==> src/hw/tlsx_pkg.sv <==
// Package for the table-latch / skip / xor execution block.
// Assumes a 16-bit instruction word and 8-bit file registers.
package tlsx_pkg;
	// Opcode fields
	localparam logic [5:0] OP_LATCH_READ = 6'h28; // 1010 00
	localparam logic [5:0] OP_LATCH_WRITE = 6'h29; // 1010 01
	localparam logic [5:0] OP_TABLE_WRITE = 6'h2B; // 1010 11
	localparam logic [7:0] OP_TEST_SKIP = 8'h33; // 0011 0011
	localparam logic [7:0] OP_XOR_LIT = 8'hB4; // 1011 0100
	localparam logic [6:0] OP_XOR_REG = 7'h06; // 0000 110
	// Bit positions inside the instruction word
	localparam int SEL_BIT = 9;
	localparam int OPT_BIT = 8;
	// Reset values, pointer step and no-op word
	localparam logic [7:0] BYTE_RST = 8'h00;
	localparam logic [15:0] PTR_RST = 16'h0000;
	localparam logic [15:0] PTR_STEP = 16'h0001;
	localparam logic [15:0] INSTR_NOP = 16'h0000;

	// Execution sequencer states, Gray along the usual path
	typedef enum logic [1:0] {
		TLSX_RUN = 2'b00,
		TLSX_SKIP = 2'b01,
		TLSX_PWR = 2'b10
	} tlsx_state_t;

	// One file-register write request
	typedef struct packed {
		logic en;
		logic [7:0] addr;
		logic [7:0] data;
	} tlsx_fwr_t;

	// One program-memory write request
	typedef struct packed {
		logic en;
		logic [15:0] addr;
		logic [15:0] data;
	} tlsx_pwr_t;
endpackage : tlsx_pkg
==> src/hw/tlsx_decode.sv <==
// Opcode decoder for the table-latch / skip / xor execution block.
// Assumes the instruction word is stable while its cycle executes.
`timescale 1ns/1ps
module tlsx_decode (
	// Instruction
	input wire logic [15:0] instr_i,
	// Decoded strobes
	output logic is_lrd_o,
	output logic is_lwt_o,
	output logic is_twr_o,
	output logic is_tst_o,
	output logic is_xlit_o,
	output logic is_xreg_o
);
	// Spare bit 8 of latch moves is never examined
	always_comb begin
		is_lrd_o = instr_i[15:10] == tlsx_pkg::OP_LATCH_READ;
		is_lwt_o = instr_i[15:10] == tlsx_pkg::OP_LATCH_WRITE;
		is_twr_o = instr_i[15:10] == tlsx_pkg::OP_TABLE_WRITE;
		is_tst_o = instr_i[15:8] == tlsx_pkg::OP_TEST_SKIP;
		is_xlit_o = instr_i[15:8] == tlsx_pkg::OP_XOR_LIT;
		is_xreg_o = instr_i[15:9] == tlsx_pkg::OP_XOR_REG;
	end
endmodule : tlsx_decode

==> src/hw/tlsx_exec.sv <==
// Execution unit for latch moves, table write, test-skip and xor.
// Assumes the core presents one instruction per cycle with its file
// operand already read, and commits the requested writes itself.
`timescale 1ns/1ps
module tlsx_exec (
	// Clock and reset
	input wire logic CLK_I,
	input wire logic RST_I,
	// Instruction in
	input wire logic INSTR_VALID_I,
	input wire logic [15:0] INSTR_I,
	input wire logic [7:0] FILE_DATA_I,
	// Execution status
	output logic BUSY_O,
	output logic SQUASH_O,
	output logic ZERO_FLAG_O,
	output logic ZERO_WE_O,
	// Result writes
	output tlsx_pkg::tlsx_fwr_t FILE_WR_O,
	output tlsx_pkg::tlsx_pwr_t PROG_WR_O,
	// Architectural state
	output logic [7:0] WORKING_REGISTER_O,
	output logic [15:0] TABLE_LATCH_O,
	output logic [15:0] TABLE_POINTER_O
);
	logic is_lrd, is_lwt, is_twr, is_tst, is_xlit, is_xreg;
	logic take;
	logic sel, opt;
	logic [7:0] faddr, xres;
	tlsx_pkg::tlsx_state_t state_r, state_nxt;
	logic [7:0] lat_hi_r, lat_hi_nxt, lat_lo_r, lat_lo_nxt;
	logic [7:0] work_r, work_nxt;
	logic busy_r, busy_nxt, inc_r, inc_nxt;
	logic [15:0] ptr_r, ptr_nxt;
	logic zf_r, zf_nxt, zwe_r, zwe_nxt, sq_r, sq_nxt;
	tlsx_pkg::tlsx_fwr_t fwr_r, fwr_nxt;
	tlsx_pkg::tlsx_pwr_t pwr_r, pwr_nxt;

	tlsx_decode tlsx_decode_inst (
		.instr_i(INSTR_I),
		.is_lrd_o(is_lrd),
		.is_lwt_o(is_lwt),
		.is_twr_o(is_twr),
		.is_tst_o(is_tst),
		.is_xlit_o(is_xlit),
		.is_xreg_o(is_xreg)
	);

	// Operand fields; address is a full byte
	assign sel = INSTR_I[tlsx_pkg::SEL_BIT];
	assign opt = INSTR_I[tlsx_pkg::OPT_BIT];
	assign faddr = INSTR_I[7:0];
	// Instructions in the squashed slot or store slot are not accepted
	assign take = INSTR_VALID_I && state_r == tlsx_pkg::TLSX_RUN;
	assign xres = work_r ^ (is_xlit ? INSTR_I[7:0] : FILE_DATA_I);

	// Next-state logic for every instruction of the group
	always_comb begin
		state_nxt = tlsx_pkg::TLSX_RUN;
		lat_hi_nxt = lat_hi_r;
		lat_lo_nxt = lat_lo_r;
		work_nxt = work_r;
		inc_nxt = inc_r;
		ptr_nxt = ptr_r;
		zf_nxt = zf_r;
		zwe_nxt = 1'b0;
		sq_nxt = 1'b0;
		fwr_nxt = '0;
		pwr_nxt = '0;
		case (state_r)
		tlsx_pkg::TLSX_RUN: begin
			if (take && is_lrd) begin
				// Latch untouched, flags untouched
				fwr_nxt.en = 1'b1;
				fwr_nxt.addr = faddr;
				fwr_nxt.data = sel ? lat_hi_r : lat_lo_r;
			end
			if (take && (is_lwt || is_twr)) begin
				// Only the selected half changes
				if (sel) begin
					lat_hi_nxt = FILE_DATA_I;
				end else begin
					lat_lo_nxt = FILE_DATA_I;
				end
			end
			if (take && is_twr) begin
				state_nxt = tlsx_pkg::TLSX_PWR;
				inc_nxt = opt;
			end
			if (take && is_tst && FILE_DATA_I == tlsx_pkg::BYTE_RST) begin
				state_nxt = tlsx_pkg::TLSX_SKIP;
				sq_nxt = 1'b1;
			end
			if (take && (is_xlit || (is_xreg && !opt))) begin
				work_nxt = xres;
			end
			if (take && is_xreg && opt) begin
				fwr_nxt.en = 1'b1;
				fwr_nxt.addr = faddr;
				fwr_nxt.data = xres;
			end
			if (take && (is_xlit || is_xreg)) begin
				zf_nxt = xres == tlsx_pkg::BYTE_RST;
				zwe_nxt = 1'b1;
			end
		end
		tlsx_pkg::TLSX_SKIP: begin
			// Prefetched word discarded, acts as a no-operation
			state_nxt = tlsx_pkg::TLSX_RUN;
		end
		tlsx_pkg::TLSX_PWR: begin
			// Whole latch, already holding the new byte, goes out
			pwr_nxt.en = 1'b1;
			pwr_nxt.addr = ptr_r;
			pwr_nxt.data = {lat_hi_r, lat_lo_r};
			// Option kept from the take; the word now on the bus is refused
			if (inc_r) begin
				ptr_nxt = ptr_r + tlsx_pkg::PTR_STEP;
			end
			state_nxt = tlsx_pkg::TLSX_RUN;
		end
		default: begin
			state_nxt = tlsx_pkg::TLSX_RUN;
		end
		endcase
		// Busy registered so the output comes from a flip-flop
		busy_nxt = state_nxt != tlsx_pkg::TLSX_RUN;
	end

	// Registers only
	always_ff @(posedge CLK_I or posedge RST_I) begin
		if (RST_I) begin
			state_r <= tlsx_pkg::TLSX_RUN;
			lat_hi_r <= tlsx_pkg::BYTE_RST;
			lat_lo_r <= tlsx_pkg::BYTE_RST;
			work_r <= tlsx_pkg::BYTE_RST;
			busy_r <= 1'b0;
			inc_r <= 1'b0;
			ptr_r <= tlsx_pkg::PTR_RST;
			zf_r <= 1'b0;
			zwe_r <= 1'b0;
			sq_r <= 1'b0;
			fwr_r <= '0;
			pwr_r <= '0;
		end else begin
			state_r <= state_nxt;
			lat_hi_r <= lat_hi_nxt;
			lat_lo_r <= lat_lo_nxt;
			work_r <= work_nxt;
			busy_r <= busy_nxt;
			inc_r <= inc_nxt;
			ptr_r <= ptr_nxt;
			zf_r <= zf_nxt;
			zwe_r <= zwe_nxt;
			sq_r <= sq_nxt;
			fwr_r <= fwr_nxt;
			pwr_r <= pwr_nxt;
		end
	end

	// Outputs straight from flip-flops
	assign BUSY_O = busy_r;
	assign SQUASH_O = sq_r;
	assign ZERO_FLAG_O = zf_r;
	assign ZERO_WE_O = zwe_r;
	assign FILE_WR_O = fwr_r;
	assign PROG_WR_O = pwr_r;
	assign WORKING_REGISTER_O = work_r;
	assign TABLE_LATCH_O = {lat_hi_r, lat_lo_r};
	assign TABLE_POINTER_O = ptr_r;
endmodule : tlsx_exec

==> config.mk <==
export PLATFORM = sky130hd
export DESIGN_NAME = tlsx_exec
export DESIGN_NICKNAME = d
export VERILOG_FILES = /design/src/hw/tlsx_pkg.sv /design/src/hw/tlsx_decode.sv /design/src/hw/tlsx_exec.sv
export SDC_FILE = /design/constraint.sdc
export NUM_CORES = 1
export LEC_CHECK = 0
export BUFFER_PORTS_ARGS = -buffer_cell sky130_fd_sc_hd__buf_2
export CORE_MARGIN = 1.5
export CORE_UTILIZATION = 50
export DETAILED_ROUTE_END_ITERATION = 8
export GPL_TIMING_DRIVEN = 1
export PLACE_DENSITY = 0.79
export SLEW_MARGIN = 20
export SYNTH_ARGS = -nofsm -noshare
export SYNTH_HDL_FRONTEND = slang
export SYNTH_SLANG_ARGS = --single-unit
==> constraint.sdc <==
create_clock -name CLK_I -period 8.2 [get_ports CLK_I]
set_input_delay 1.64 -clock CLK_I [delete_from_list [all_inputs] [get_ports CLK_I]]
set_output_delay 1.64 -clock CLK_I [all_outputs]
set_load 0.02 [all_outputs]
== Word level (Yosys, flattened, before mapping) ==
Cells that the tools add are included.

* Reduce and logical (&&, ||, !) cells: 25
* $add $sub $neg: 1
* Muxes and demuxes: 13
* Eq/ne operators: 7
* Bitwise gates (word level): 2

{| class="wikitable"
|+ Operators with widths
! cell !! number
|-
| $mux 17 || 3
|-
| $mux 33 || 1
|-
| $eq 6x6->1 const B || 3
|-
| $add 16x1->16 const B || 1
|-
| $logic_not 8->1 || 2
|-
| $mux 8 || 2
|-
| $logic_and 1x1->1 || 11
|-
| $eq 8x6->1 const B || 1
|-
| $eq 8x8->1 const B || 1
|-
| $reduce_and 2->1 || 4
|-
| $xor 8x8->8 || 1
|-
| $eq 7x3->1 const B || 1
|-
| $mux 2 || 3
|-
| $reduce_and 3->1 || 2
|-
| $mux 1 || 4
|-
| $logic_or 1x1->1 || 3
|-
| $eq 2x2->1 const B || 1
|-
| $logic_not 2->1 || 1
|-
| $reduce_bool 2->1 || 1
|-
| $logic_not 1->1 || 1
|-
| $not 1->1 || 1
|}

* Word-level logic and storage cells: 64
* Input bits: 27
* Bits in registers: 97

== Logic depth before layout (Yosys ltp) ==
* Depth after elaboration: 7
* Depth in mapped cells: 6

== Hierarchy ==
A second synthesis with hierarchy kept.

* Cells, all modules: 291
* Area total of the unflattened synthesis: 3809.9 µm²

{| class="wikitable"
|+ Modules (own cells, without submodules)
! module !! cells an instance !! sequential area each (µm²) !! instances !! area each (µm²)
|-
| tlsx_exec || 278 || 2402.3 || 1 || 3718.6
|-
| tlsx_decode || 13 || 0.0 || 1 || 91.3
|}

== Worst setup path before layout ==
No wires, ideal clock.

* Kind: input to register
* Start point: input INSTR_I[14]
* End point: register lat_lo_r[0]
* Stages on the path: 6
* Required time: 8.075 ns
* Arrival time: 2.939 ns
* Path slack: 5.137 ns
* Setup time: 0.125 ns
* Cell sequence: nor4b_4 > and4b_1 > and2_1 > nor2b_1 > buf_4 > mux2_2

* Cells in the longest elaborated chain, start to end: 4

{| class="wikitable"
|+ Ends and longest elaborated chain
! item !! RTL line !! RTL
|-
| start: declaration || tlsx_exec.sv:11 || <nowiki>input wire logic [15:0] INSTR_I,</nowiki>
|-
| $eq 6x6->1, on equally long branches || tlsx_decode.sv:18, tlsx_decode.sv:19 ||
|-
| $logic_or 1x1->1 * || tlsx_exec.sv:78 || <nowiki>if (take && (is_lwt || is_twr)) begin</nowiki>
|-
| $logic_and 1x1->1 * || tlsx_exec.sv:78 ||
|-
| $reduce_and 3->1 (no source line) * || -- ||
|-
| end signal: assignment || tlsx_exec.sv:135 || <nowiki>lat_lo_r <= tlsx_pkg::BYTE_RST;</nowiki>
|-
| end signal: assignment || tlsx_exec.sv:148 || <nowiki>lat_lo_r <= lat_lo_nxt;</nowiki>
|-
| end: declaration || tlsx_exec.sv:31 || <nowiki>logic [7:0] lat_hi_r, lat_hi_nxt, lat_lo_r, lat_lo_nxt;</nowiki>
|}

Every way passes the cells marked *; elsewhere a longest branch is shown, timed or not.
A chain may end at the register's enable or synchronous reset.

== Final worst setup path ==
Same ends and word-level chain as after synthesis.

==> flow_summary.yaml <==
run_status:
  run_status: "finished clean"
final_layout:
  syn_to_final_growth_pct: 23.1
  n_fill_cell: 639
  ff_latch_area_sq_um: 2400
  diodes: 0
  layout-drive-gt1-share_pct: 35.7
  fin_nets: 482
  multi_input_area_sq_um: 1640
synth:
  seq_area_frac_synth_pct: 58.6
  syn_inst: 331
  synth-edff-count: 0
  synth_area_leaders: "dfrtp_1 59%, and2_1 6.4%, mux2_2 4.9%"
  yosys.area.top_type: "dfrtp_1"
  synth_seq_cells: 96
  synth-main-ff-cell: "dfrtp_1"
  syn-num-nets: 359
  synth_area_sq_um: 4100
  synth_area_per_cell_sq_um: 12.4
  synth_async_sr_flop_share_pct: 100
  synth_cell_type_count: 39
  yosys.area.top_type_share_pct: 58.6
  ys.warnings.count: 0
routing:
  drc: 0
  wire_per_inst_microns: 16.2
  ant_nets: 0
  wirelength_microns: 9100
  viasPerCell: 5.27
  vias: 2956
  drtIter0Drc: 183
  detail_route.first_pass.iterations: 4
clock_tree:
  postCtsSetupBuffers: 0
  cts_buffer_depth: 2
  numCtsBuffers: 9
  cts_resized: 0
  root_buffer: "clkbuf_8"
  cts.sinks: 96
  cts_tree: "built"
  cts-hold-fix-buffers: 0
  clock_latency_ns: 0.37
  clk_pin_slew_ns: 0.09
  h-tree-depth: 3
sta:
  fin_crit_sh_pct: 39.7
  fmax_mhz: 307
  fin_skew_ns: 0.0171
  setup_viol: 0
  hold_viol_final: 0
  period_needed_ns: 3.26
  slew_headroom_pct: 54.5
  rsz0062_at_grt: "no"
  drv_slew: 0
  setup_tns_ns: 0
  tightest_slew_ns: 0.683
  setup_ws_ns: 4.94
floorplan:
  pin_count: 121
  initial_core_util_pct: 52.2
  die-area_sq_um: 8750
  fp.dieW_microns: 93.5
  die_y_microns: 93.5
  core_region_area_sq_um: 7850
  placementRows: 32
setup_path:
  cp.arrival_ns: 3.50
  cp.required_ns: 8.44
  start_kind: "input pin"
  crit_fanout: 8
  path_class: "input pin to flip-flop"
  end_kind: "flip-flop"
  rr_worst_depth: 5
power:
  power_density_nw_per_um2: 193
  p_leak_nw: 2.82
  vdd_drop_max_uv: 92.3
worst_hold_path:
  hp-class: "flip-flop to flip-flop"
  hold_path_depth: 1
global_routing:
  busiest_layer: "met2"
  grtUsageTotal_pct: 21.8
  grt_pass1_vias: 2856
  grt_pass1_wl_microns: 14400
  grtUsageMet2_pct: 35.1
  grt_remaining_overflow: 0
  met1_usage_pct: 29.2
  grtUsageMet3_pct: 3.74
  grt_max_degree: 59
  grt_antenna_before_repair: 0
placement:
  gp_congestion: 0.820
  dp_hpwl_microns: 6670
  pre_cts_ws_ns: 4.55
  portBuffers: 120
flow_run:
  cap_violations: 0
==> metrics by stage <==
| step | hold WS (ns) | area [sq um] | power, mW | instances | utilization [%] |
|---|---|---|---|---|---|
| floorplan | 0.541 | 4100 | 0.570 | 331 | - |
| global placement | 0.477 | 4800 | 0.609 | 545 | 61.1 |
| detailed placement | 0.482 | 4800 | 0.612 | 545 | 61.1 |
| CTS | 0.497 | 5040 | 0.980 | 561 | 64.2 |
| global route | 0.508 | 5040 | 1.01 | 561 | 64.3 |
| finish | 0.492 | 5040 | 0.972 | 561 | 64.3 |
==> where the power goes <==
group	total (mW)	internal (mW)	switching, mW
Sequential	0.506	0.488	0.0181
Combinational	0.0961	0.0382	0.0578
Clock	0.370	0.204	0.166
Total	0.972	0.731	0.242
==> final cells by class <==
class | count | share of cell area [%]
timing repair buffer | 121 | 12.1
clock buffer | 10 | 2.53
clock inverter | 6 | 2.23
tap | 102 | 2.53
sequential | 96 | 47.6
multi-input combinational | 221 | 32.6
inverter | 5 | 0.422
==> cell usage after synthesis (2+ instances only) <==
master,number
xnor2_1,10
nand2_1,7
mux2i_1,16
and2_1,42
mux2_2,18
inv_1,5
nor2_1,16
clkbuf_1,5
and4_1,2
o22ai_1,14
buf_2,2
nor3b_1,2
a21oi_1,2
nand4b_1,12
nor2b_1,15
nand4bb_1,2
nand2_2,2
nand3_1,8
and3_1,8
and4bb_2,2
nor4_1,3
nand4_1,4
nand2b_1,10
a22oi_1,2
xor2_1,13
dfrtp_1,96
==> cells in the final DEF, fill, tap and decap left out, types with 12 or more instances in the layout <==
cell type and n:
and2_1 42, o22ai_1 14, dfrtp_1 96, mux2i_1 16, xor2_1 13, nand4b_1 12
buf_2 120, nor2_1 16, nor2b_1 14, mux2_2 18
==> logic make-up (layout without fill, tap and decap cells) <==
| group | Yosys count | in the layout | synth area share (%) |
|---|---|---|---|
| DFF | 96 | 96 | 58.6 |
| buffers and inverters | 14 | 142 | 1.44 |
| adders and majority gates | 1 | 1 | 0.305 |
| muxes | 34 | 34 | 8.86 |
| and+or+nand+nor | 142 | 142 | 22.4 |
| AOI/OAI and AO/OA | 21 | 21 | 3.48 |
| xor gates and xnor gates | 23 | 23 | 4.92 |
==> state kept, by name (all words and copies together) (netlist names), 2 cells and up <==
name and cells:
FILE_WR_O 17, PROG_WR_O 33, TABLE_POINTER_O 16, WORKING_REGISTER_O 8, lat_hi_r 8, lat_lo_r 8, state_r 2
==> per-layer routing <==
metal | routed length, microns | part of all wire, %
met5 | 0 | 0
met4 | 164 | 1.8
met3 | 425 | 4.7
met2 | 4490 | 49
met1 | 4020 | 44
==> path summary, 6_finish.rpt <==
kind,slack [ns],end,startpoint
setup / recovery,4.94,lat_lo_r[0],INSTR_I[14]
hold / removal,0.49,TABLE_POINTER_O[15],TABLE_POINTER_O[15]
setup reg to reg,5.83,lat_lo_r[0],state_r[0]
hold reg to reg,0.49,TABLE_POINTER_O[15],TABLE_POINTER_O[15]
max in group asynchronous,5.85,WORKING_REGISTER_O[4],RST_I
min in group asynchronous,1.29,TABLE_POINTER_O[6],RST_I
==> worst max-delay path: stages <==
cell and delay [ns]:
buf_2 0.13, nor4b_4 0.37, and4b_1 0.26, and2_1 0.15, nor2b_1 0.54, mux2_2 0.41
Note: power is estimated with default switching activity, not from simulation.
